<file path="config.mk">
export PLATFORM = sky130hd
export DESIGN_NAME = ccl_charger_ctrl
export DESIGN_NICKNAME = d
export VERILOG_FILES = /design/src/include/ccl_pkg.sv /design/src/ccl_sync.sv /design/src/ccl_charger_ctrl.sv
export SDC_FILE = /design/constraint.sdc
export NUM_CORES = 1
export LEC_CHECK = 0
export ABC_CLOCK_PERIOD_IN_PS = 6100
export BUFFER_PORTS_ARGS = -buffer_cell sky130_fd_sc_hd__buf_2
export CAP_MARGIN = 10
export CELL_PAD_IN_SITES_DETAIL_PLACEMENT = 0
export CELL_PAD_IN_SITES_GLOBAL_PLACEMENT = 1
export CORE_ASPECT_RATIO = 0.5
export CORE_MARGIN = 4
export CORE_UTILIZATION = 49
export DETAILED_ROUTE_END_ITERATION = 6
export MAX_ROUTING_LAYER = met4
export PLACE_DENSITY = 0.94
export SKIP_CTS_REPAIR_TIMING = 1
export SLEW_MARGIN = 20
export SYNTH_ARGS = -nofsm -noshare
export SYNTH_HDL_FRONTEND = slang
export SYNTH_HIERARCHICAL = 1
export SYNTH_SLANG_ARGS = --single-unit
</file>
<file path="constraint.sdc">
create_clock -name sys_clk -period 6.1 [get_ports sys_clk]
set_clock_uncertainty 0.05 [all_clocks]
set_input_delay 1.22 -clock sys_clk [delete_from_list [all_inputs] [get_ports sys_clk]]
set_output_delay 1.22 -clock sys_clk [all_outputs]
set_load 0.02 [all_outputs]
</file>
<file path="src/include/ccl_pkg.sv">
// Constants shared by the charger control logic
// What this block does
// [RL1] Unlock pin low: safety limits stay at defaults, host writes ignored.
// [RL2] Unlock pin high: limits writable until a write to another register locks them.
// [RL3] Inhibit pin low enables charge; high disables and releases both inputs.
// [RL4] Long-timer mode: inhibit high restarts the fifteen-minute safety timer.
// [RL5] Short-timer mode: inhibit high leaves the 32-second timer running.
// [RL6] Active boost pin with function enabled forces boost, over host command.
// [RL7] A control bit picks which pin level counts as boost-active.
// [RL8] After reset the boost pin picks input cap: high 500mA, low 100mA.
// [RL9] Indicator pulled low while charging, released otherwise without fault.
// [RL10] A fault gives one 128 microsecond low pulse on the indicator.
// [RL11] Indicator enable bit cleared stops driving the indicator.
// [RL12] Charge runs conditioning, then constant current, then constant voltage.
// [RL13] Charging ends when current falls to termination level, if enabled.
// [RL14] Safety timer with host reset backs up lost supervision.
// [RL15] Battery below recharge threshold starts a new cycle automatically.
// [RL16] Losing input supply moves the block to sleep or high impedance.
// [RL17] Hot junction while charging reduces the charge current.
// [RL18] Charge status is readable by the host.
// [RL19] Input current is capped at the host-programmed limit.
// [RL20] Host sets lamp current and on and off times for blink modes.
// [RL21] Safety limits arrive as parallel register write pulses (regWrStb, regWrData), other parameters as input ports, not from a serial host link.
// [RL22] Inhibit, unlock and boost pins pass two flip-flops first.
// [RL23] Fault pulse timed by a counter, not retriggered while running.
package ccl_pkg;
    localparam int unsigned CLK_HZ          = 100_000_000;
    localparam int unsigned FAULT_PULSE_US  = 128;
    localparam int unsigned FAULT_PULSE_CYC = FAULT_PULSE_US * (CLK_HZ / 1_000_000);
    localparam int unsigned LONG_TIMER_S    = 900;
    localparam int unsigned SHORT_TIMER_S   = 32;
    localparam longint unsigned LONG_TIMER_CYC  = 64'(LONG_TIMER_S) * CLK_HZ;
    localparam longint unsigned SHORT_TIMER_CYC = 64'(SHORT_TIMER_S) * CLK_HZ;
    localparam int unsigned LAMP_MS_CYC     = CLK_HZ / 1000;
    localparam logic [7:0] SAFE_LIMIT_RST   = 8'h00;
    localparam logic [1:0] CAP_100MA        = 2'h0;
    localparam logic [1:0] CAP_500MA        = 2'h1;
    typedef enum logic [4:0] {
        CCL_IDLE  = 5'h01,
        CCL_COND  = 5'h02,
        CCL_CC    = 5'h04,
        CCL_CV    = 5'h08,
        CCL_DONE  = 5'h10
    } ccl_state_t;
endpackage : ccl_pkg

</file>
<file path="src/ccl_sync.sv">
// Two-flop synchroniser for asynchronous pins
`timescale 1ns/100ps
module ccl_sync
    import ccl_pkg::*;
(
    input  wire logic sys_clk, // System clock
    input  wire logic rst,     // Async reset
    input  wire logic asyncIn, // Pin level
    output logic      syncOut  // Synchronised level
);
    logic meta_ff;
    always_ff @(posedge sys_clk or posedge rst) begin
        if (rst) begin
            meta_ff <= 1'b0;
            syncOut <= 1'b0;
        end else begin
            meta_ff <= asyncIn; // RL22
            syncOut <= meta_ff;
        end
    end
endmodule : ccl_sync

</file>
<file path="src/ccl_charger_ctrl.sv">
// Charger control sequencing, pins and status
`timescale 1ns/100ps
module ccl_charger_ctrl
    import ccl_pkg::*;
#(
    parameter longint unsigned LONG_CYC  = LONG_TIMER_CYC,  // Long safety timeout
    parameter longint unsigned SHORT_CYC = SHORT_TIMER_CYC  // Short safety timeout
)(
    input  wire logic       sys_clk,        // 100 MHz clock
    input  wire logic       rst,            // Async reset
    input  wire logic       inhibitPin,     // Charge inhibit pin
    input  wire logic       unlockPin,      // Safety limit unlock pin
    input  wire logic       boostPin,       // Boost request pin
    input  wire logic       regWrStb,       // Host register write pulse
    input  wire logic       regWrSafe,      // Write targets safety limits
    input  wire logic [7:0] regWrData,      // Safety limit data
    input  wire logic       boostFnEn,      // Boost pin function enable
    input  wire logic       boostActHigh,   // Boost pin polarity
    input  wire logic       boostHostCmd,   // Host boost command
    input  wire logic       ctrlConfigured, // Control settings valid after reset
    input  wire logic [1:0] hostCap,        // Host input current cap
    input  wire logic       termEn,         // Termination enable
    input  wire logic       longMode,       // 1 long timer, 0 short timer
    input  wire logic       timerKick,      // Host safety timer reset pulse
    input  wire logic       statEn,         // Indicator enable
    input  wire logic [1:0] lampLevel,      // Lamp current code
    input  wire logic [7:0] lampOnMs,       // Lamp on time, ms
    input  wire logic [7:0] lampOffMs,      // Lamp off time, ms
    input  wire logic       supplyOk,       // Input supply present
    input  wire logic       battAboveShort, // Battery above conditioning level
    input  wire logic       battAtReg,      // Battery at regulation voltage
    input  wire logic       currAtTerm,     // Current at termination level
    input  wire logic       battBelowRch,   // Battery below recharge level
    input  wire logic       tjHot,          // Junction at thermal limit
    input  wire logic       faultIn,        // Fault event pulse
    output logic            statOe_n,       // Indicator drive, low pulls pin
    output logic            statOut,        // Indicator output level
    output logic            inputsHiZ_ff,   // Charger inputs high impedance
    output logic            sleep_ff,       // Sleep mode
    output logic            boostMode_ff,   // Bus converter in boost
    output logic [1:0]      inCap_ff,       // Input current cap code
    output logic [7:0]      safeLimit_ff,   // Effective safety limit
    output logic            chargeRed_ff,   // Thermal current reduction
    output logic [4:0]      chgStatus_ff,   // Charge state for host read
    output logic            timerFault_ff,  // Safety timer expired
    output logic [1:0]      lampDrive_ff    // Lamp current code driven
);
    // ************************
    // Pin synchronisers
    // ************************
    logic inhSync;
    logic unlSync;
    logic bstSync;
    ccl_sync uInh (.sys_clk(sys_clk), .rst(rst), .asyncIn(inhibitPin), .syncOut(inhSync));
    ccl_sync uUnl (.sys_clk(sys_clk), .rst(rst), .asyncIn(unlockPin), .syncOut(unlSync));
    ccl_sync uBst (.sys_clk(sys_clk), .rst(rst), .asyncIn(boostPin), .syncOut(bstSync));

    // ************************
    // Safety limit lock
    // ************************
    logic locked_ff;
    always_ff @(posedge sys_clk or posedge rst) begin
        if (rst) begin
            safeLimit_ff <= SAFE_LIMIT_RST;
            locked_ff    <= 1'b0;
        end else if (!unlSync) begin
            safeLimit_ff <= SAFE_LIMIT_RST; // RL1
            locked_ff    <= 1'b0;
        end else if (regWrStb && !regWrSafe) begin
            locked_ff <= 1'b1; // RL2
        end else if (regWrStb && regWrSafe && !locked_ff) begin
            safeLimit_ff <= regWrData; // RL2
        end
    end

    // ************************
    // Boost and input cap
    // ************************
    logic bstActive;
    assign bstActive = (bstSync == boostActHigh);
    always_ff @(posedge sys_clk or posedge rst) begin
        if (rst) begin
            boostMode_ff <= 1'b0;
            inCap_ff     <= CAP_100MA;
        end else if (!ctrlConfigured) begin
            boostMode_ff <= 1'b0;
            inCap_ff     <= bstSync ? CAP_500MA : CAP_100MA; // RL8
        end else begin
            boostMode_ff <= (boostFnEn && bstActive) ? 1'b1 : boostHostCmd; // RL6 RL7
            inCap_ff     <= hostCap; // RL19
        end
    end

    // ************************
    // Safety timer
    // ************************
    logic [37:0] tmr_ff;
    logic [37:0] tmrLimit;
    assign tmrLimit = longMode ? 38'(LONG_CYC) : 38'(SHORT_CYC);
    logic charging;
    ccl_state_t state_ff;
    assign charging = (state_ff == CCL_COND) || (state_ff == CCL_CC) || (state_ff == CCL_CV);

    always_ff @(posedge sys_clk or posedge rst) begin
        if (rst) begin
            tmr_ff        <= 38'h0;
            timerFault_ff <= 1'b0;
        end else begin
            if (timerKick || (longMode && inhSync)) begin
                tmr_ff <= 38'h0; // RL14 RL4
            end else if (tmr_ff >= tmrLimit - 38'h1) begin
                tmr_ff <= 38'h0;
                if (charging) begin
                    timerFault_ff <= 1'b1; // RL14
                end
            end else begin
                tmr_ff <= tmr_ff + 38'h1; // RL5
            end
            if (timerKick) begin
                timerFault_ff <= 1'b0;
            end
        end
    end

    // ************************
    // Charge sequencer
    // ************************
    logic enable;
    assign enable = supplyOk && !inhSync && !timerFault_ff;
    always_ff @(posedge sys_clk or posedge rst) begin
        if (rst) begin
            state_ff <= CCL_IDLE;
        end else if (!enable) begin
            state_ff <= CCL_IDLE; // RL3 RL16
        end else begin
            unique case (state_ff)
                CCL_IDLE: state_ff <= CCL_COND;
                CCL_COND: if (battAboveShort) state_ff <= CCL_CC; // RL12
                CCL_CC:   if (battAtReg) state_ff <= CCL_CV; // RL12
                CCL_CV:   if (termEn && currAtTerm) state_ff <= CCL_DONE; // RL13
                CCL_DONE: if (battBelowRch) state_ff <= CCL_COND; // RL15
            endcase
        end
    end

    always_ff @(posedge sys_clk or posedge rst) begin
        if (rst) begin
            inputsHiZ_ff <= 1'b0;
            sleep_ff     <= 1'b0;
            chargeRed_ff <= 1'b0;
            chgStatus_ff <= CCL_IDLE;
        end else begin
            inputsHiZ_ff <= inhSync || !supplyOk; // RL3 RL16
            sleep_ff     <= !supplyOk; // RL16
            chargeRed_ff <= charging && tjHot; // RL17
            chgStatus_ff <= state_ff; // RL18
        end
    end

    // ************************
    // Fault pulse and indicator
    // ************************
    logic [14:0] pulse_ff;
    always_ff @(posedge sys_clk or posedge rst) begin
        if (rst) begin
            pulse_ff <= 15'h0;
        end else if (pulse_ff != 15'h0) begin
            pulse_ff <= pulse_ff - 15'h1; // RL23
        end else if (faultIn) begin
            pulse_ff <= 15'(FAULT_PULSE_CYC); // RL10
        end
    end

    always_ff @(posedge sys_clk or posedge rst) begin
        if (rst) begin
            statOe_n <= 1'b1;
            statOut  <= 1'b0;
        end else begin
            statOut  <= 1'b0;
            statOe_n <= !(statEn && (charging || pulse_ff != 15'h0)); // RL9 RL10 RL11
        end
    end

    // ************************
    // Lamp blink
    // ************************
    logic [16:0] msDiv_ff;
    logic [7:0]  msCnt_ff;
    logic        lampOn_ff;
    logic        msTick;
    assign msTick = (msDiv_ff == 17'(LAMP_MS_CYC - 1));
    always_ff @(posedge sys_clk or posedge rst) begin
        if (rst) begin
            msDiv_ff     <= 17'h0;
            msCnt_ff     <= 8'h0;
            lampOn_ff    <= 1'b0;
            lampDrive_ff <= 2'h0;
        end else begin
            msDiv_ff <= msTick ? 17'h0 : msDiv_ff + 17'h1;
            if (msTick) begin
                if (msCnt_ff >= (lampOn_ff ? lampOnMs : lampOffMs)) begin
                    msCnt_ff  <= 8'h0;
                    lampOn_ff <= (lampOffMs == 8'h0) || !lampOn_ff; // RL20
                end else begin
                    msCnt_ff <= msCnt_ff + 8'h1;
                end
            end
            lampDrive_ff <= lampOn_ff && (lampOnMs != 8'h0) ? lampLevel : 2'h0; // RL20
        end
    end
endmodule : ccl_charger_ctrl

</file>
# [Word level (Yosys, flattened, before mapping)]
# Cells that the tools add are included.
# Widths: inputs -> output; s select.
[op_classes] addsub=5 magnitude_cmp=2 mux=28 n_reduce_logical=34 n_eq_ne=15
[op_table] op="$mux 38" n=2
[op_table] op="$mux 8" n=5
[op_table] op="$add 38x1->38 const B" n=1
[op_table] op="$ge 38x38->1" n=1
[op_table] op="$sub 37x1->38 const B" n=1
[op_table] op="$mux 37" n=1
[op_table] op="$mux 15" n=2
[op_table] op="$mux 5" n=5
[op_table] op="$pmux 5 s5" n=1
[op_table] op="$add 17x1->17 const B" n=1
[op_table] op="$eq 17x17->1 const B" n=1
[op_table] op="$mux 17" n=1
[op_table] op="$reduce_bool 15->1" n=1
[op_table] op="$sub 15x1->15 const B" n=1
[op_table] op="$logic_and 1x1->1" n=11
[op_table] op="$mux 1" n=9
[op_table] op="$ne 3x3->1 const B" n=3
[op_table] op="$add 8x1->8 const B" n=1
[op_table] op="$ge 8x8->1" n=1
[op_table] op="$logic_not 8->1" n=1
[op_table] op="$ne 2x2->1 const B" n=4
[op_table] op="$reduce_bool 8->1" n=1
[op_table] op="$logic_not 1->1" n=7
[op_table] op="$logic_or 1x1->1" n=6
[op_table] op="12 further kinds" n=16
[word_totals] output_inout_bits=24 wordCells=107 reg_bits=114 in_bits=50

# [Depth between registers and ports, before layout]
[depth] depth_word=7 ltp_mapped=9 mapped_depth_nobuf=7

# [Hierarchy]
# The synthesis kept the hierarchy.
[modules_own_cells] mod="ccl_charger_ctrl" instances=1 seq_area_each_um2=2706.3 cells_each=551 area_each_um2=5734.2
[modules_own_cells] mod="ccl_sync" instances=3 seq_area_each_um2=50.0 cells_each=3 area_each_um2=53.8

# [Worst setup path after synthesis]
# Ideal clock, no wire load.
[synth_path] kind="input port to flip-flop" start="input port lampOnMs[0]" end="register msCnt_ff[2]" required_ns=5.946 path_buffers=0 arrival_time_ns=2.964 cell_stages=7 setup_slack_ns=2.982 setup_time_ns=0.104 path_cell_list="mux2_2 -> ha_1 -> nand2b_1 -> a211o_1 -> a2111oi_4 -> nor2_1 -> o311ai_1"
[synth_between] elab_chain_cells=3
[synth_lines] element="start: declaration" line_no="ccl_charger_ctrl.sv:27" source="input wire logic [7:0] lampOnMs,"
[synth_lines] element="$mux 8" line_no="ccl_charger_ctrl.sv:201" source="if (msCnt_ff >= (lampOn_ff ? lampOnMs : lampOffMs)) begin"
[synth_lines] element="$ge 8x8->1" line_no="ccl_charger_ctrl.sv:201"
[synth_lines] element="$mux 8" line_no="ccl_charger_ctrl.sv:201"
[synth_lines] element="end signal: assignment" line_no="ccl_charger_ctrl.sv:205" source="msCnt_ff <= msCnt_ff + 8'h1;"
[synth_lines] element="end: declaration" line_no="ccl_charger_ctrl.sv:188" source="logic [7:0] msCnt_ff;"
# No other way between the ends.
# A chain may end at the register's enable or synchronous reset.

# [Final worst setup path]
[layout_path] start="input port longMode" end="register tmr_ff[8]"
[layout_between] elab_chain_cells=5 elab_cells_between_ends=7 classes_between="1 x add/sub; 1 x order compare; 3 x mux; 2 x reduce/logical"
[layout_lines] element="start: declaration" line_no="ccl_charger_ctrl.sv:23" source="input wire logic longMode,"
[layout_lines] element="$mux 37" line_no="ccl_charger_ctrl.sv:99" source="assign tmrLimit = longMode ? 38'(LONG_CYC) : 38'(SHORT_CYC);"
[layout_lines] element="$sub 37x1->38" line_no="ccl_charger_ctrl.sv:111" source="end else if (tmr_ff >= tmrLimit - 38'h1) begin"
[layout_lines] element="$ge 38x38->1" line_no="ccl_charger_ctrl.sv:111"
[layout_lines] element="$mux 38" line_no="ccl_charger_ctrl.sv:111"
[layout_lines] element="$mux 38 (*)" line_no="ccl_charger_ctrl.sv:109" source="if (timerKick || (longMode && inhSync)) begin"
[layout_lines] element="end signal: assignment" line_no="ccl_charger_ctrl.sv:117" source="tmr_ff <= tmr_ff + 38'h1;"
[layout_lines] element="end: declaration" line_no="ccl_charger_ctrl.sv:97" source="logic [37:0] tmr_ff;"
# Mark *: on every way between the ends. The rest lies on a longest branch, timed or not.

==> metrics.cfg <==
[hold_path]
hold_class=flop to flop
worstHoldPathCells=0

[layout]
layout_common_cells=dfrtp_1 (111), buf_2 (72), nor3_1 (42), xnor2_1 (36), nand2_1 (35)
drive_gt1_frac=0.201
nNetsFinal=711
final_common_cell=dfrtp_1
n_antenna_cell=0
fillCellCount=942
area_growth_pct=19.7

[die]
fp.coreArea_mm2=0.0114
io_pins=74
die_area_mm2=0.0140
start_util=0.519
rows=27
chipWidth_um=163
die_y_um=85.6

[yosys]
synthesis.area_mm2=0.00590
synthesis.nets=636
ys.flop_type=dfrtp_1
ys_ff_latch=114
synth_edf_count=0
ys_seq_area_frac=0.485
yosysWarnings=6
synth.distinct_cells=59
syn_inst=560
async_flop_share=1.00
avgSynthCellArea_um2=10.5

[worst_setup_path]
r2r_cells=7
cp-end-kind=flop
crit_path_top_delay_cell=nor4bb_1
start_kind=input port
cp.required_ns=6.31
slowest_delay_ns=0.66
cp_max_fo=25
crit_chain=buf_2 -> inv_1 -> ha_1 -> nor4bb_1 -> nand2_1 -> o211ai_4 -> buf_4 -> nor3_1
arrival_ns=3.78
worst-setup-path-type=input port to flop

[sta]
fin_crit_sh=0.585
hold_viol_final=0
tns_ns=0
finalSetupViolations=0
holdWs_ns=0.295
slew_headroom=0.415
worst_slack_ns=2.53
slew_viol_final=0
worst_pin_slew_ns=0.877
fmax_mhz=280
fin_crit_ns=3.57
rsz0062_at_grt=false

[detailed_routing]
initialDrtViolationCount=179
wirelength_mm=12.3
antenna_left=0
post_drt_wl_per_cell_um=15.3
vias_per_cell=5.51
first_pass_iters=4
route.detailed.drc=0
via_count=4448

[clocking]
numCtsBuffers=17
cts_tree=yes
clockBufferDepth=2
cts-root-buf=clkbuf_16
clkLatencyLatePin_ns=0.40
path_clk_slew_ns=0.05
cts_max_level=4
cts_sinks=114

[global_routing]
grt_pass1_wl_mm=21.4
grt_max_degree=73
antenna_found_initial=0
first_global_vias=4426
grt_overflow=0
track_usage=0.195

[placement]
gp_congestion=0.825
place_hpwl_mm=8.51
pre_cts_ws_ns=2.17
io_buffers=72

[status]
status=completed

[power_and_ir_drop]
vdd_drop_max_uv=176
powerDensity_mw_per_mm2=294
power.leakage_nw=3.25

[job]
drv_cap=0

==> where the power goes <==
part           switching, mW  total [mW]  internal (mW)
Combinational         0.0807       0.136         0.0557
Sequential            0.0354       0.832          0.796
Clock                  0.340        1.11          0.767
Total                  0.456        2.08           1.62
==> cells in the mapped netlist, drive strengths merged, types with 10 or more instances <==
library cell,n,area [um2]
dfrtp,111,2780
nor3,53,320
xnor2,36,315
nand2,35,131
ha,26,325
nor2,25,93.8
nand3,24,120
xor2,21,184
inv,20,75.1
nor4,20,125
mux2i,19,190
nand4,19,134
o21ai,14,70.1
and3,12,75.1
clkbuf,12,45.0
nor2b,12,75.1
a21oi,11,55.1
and4,10,87.6
==> area by class of cell <==
type                       count  area [um2]  share of cell area
multi-input combinational    407        2880               0.408
sequential                   114        2860               0.405
clock buffer                  23         488              0.0691
timing repair buffer          75         383              0.0543
tap                          159         199              0.0282
clock inverter                 9         175              0.0248
inverter                      20        77.6              0.0110
==> worst max-delay path, delay by kind of cell <==
family                     cells  cell delay (ns)
and+or+nand+nor                3             0.96
AOI/OAI and AO/OA              1             0.50
adders and majority gates      1             0.30
buffers and inverters          3             0.79
==> cell families (layout without fill, tap and decap cells) <==
kind of cell	count (synthesis)	count (layout)	synth area share
buffers and inverters	39	127	0.0289
muxes	21	21	0.0361
adders and majority gates	26	26	0.0552
other	1	1	0.000636
xor gates and xnor gates	57	57	0.0847
AOI/OAI and AO/OA	59	59	0.0728
DFF	114	114	0.485
and+or+nand+nor	243	243	0.237
==> sequential cells by signal, summed over array words and instances (netlist names), 2 cells and up <==
name          count
inCap_ff          2
safeLimit_ff      8
chgStatus_ff      5
pulse_ff         15
state_ff          5
tmr_ff           38
lampDrive_ff      2
msDiv_ff         17
msCnt_ff          8
==> metrics by stage <==
step | instances | util | cell area (um2) | total power [mW]
global route | 807 | 0.622 | 7060 | 2.16
finish | 807 | 0.622 | 7060 | 2.08
detailed placement | 775 | 0.563 | 6390 | 0.980
floorplan | 560 | - | 5900 | 0.925
CTS | 807 | 0.622 | 7060 | 2.09
global placement | 775 | 0.563 | 6390 | 0.971
==> worst paths after layout <==
| kind | startpoint | endpoint | slack (ns) |
|---|---|---|---|
| min in group asynchronous | rst | uBst/syncOut | 0.67 |
| max reg2reg | lampOn_ff | msCnt_ff[2] | 3.31 |
| min | uBst/meta_ff | uBst/syncOut | 0.30 |
| max in group asynchronous | rst | tmr_ff[28] | 3.99 |
| max | longMode | tmr_ff[8] | 2.53 |
| min reg2reg | uBst/meta_ff | uBst/syncOut | 0.30 |
==> per-layer routing <==
metal  vias to the layer above  wire length [um]  GRT usage
li1                       2191                 -          -
met1                      2173              5730      0.253
met2                        67              6020      0.309
met3                        17               399     0.0403
met4                         0               190     0.0685
met5                         -                 0          -
No activity file was read; power rests on OpenSTA's default activity.
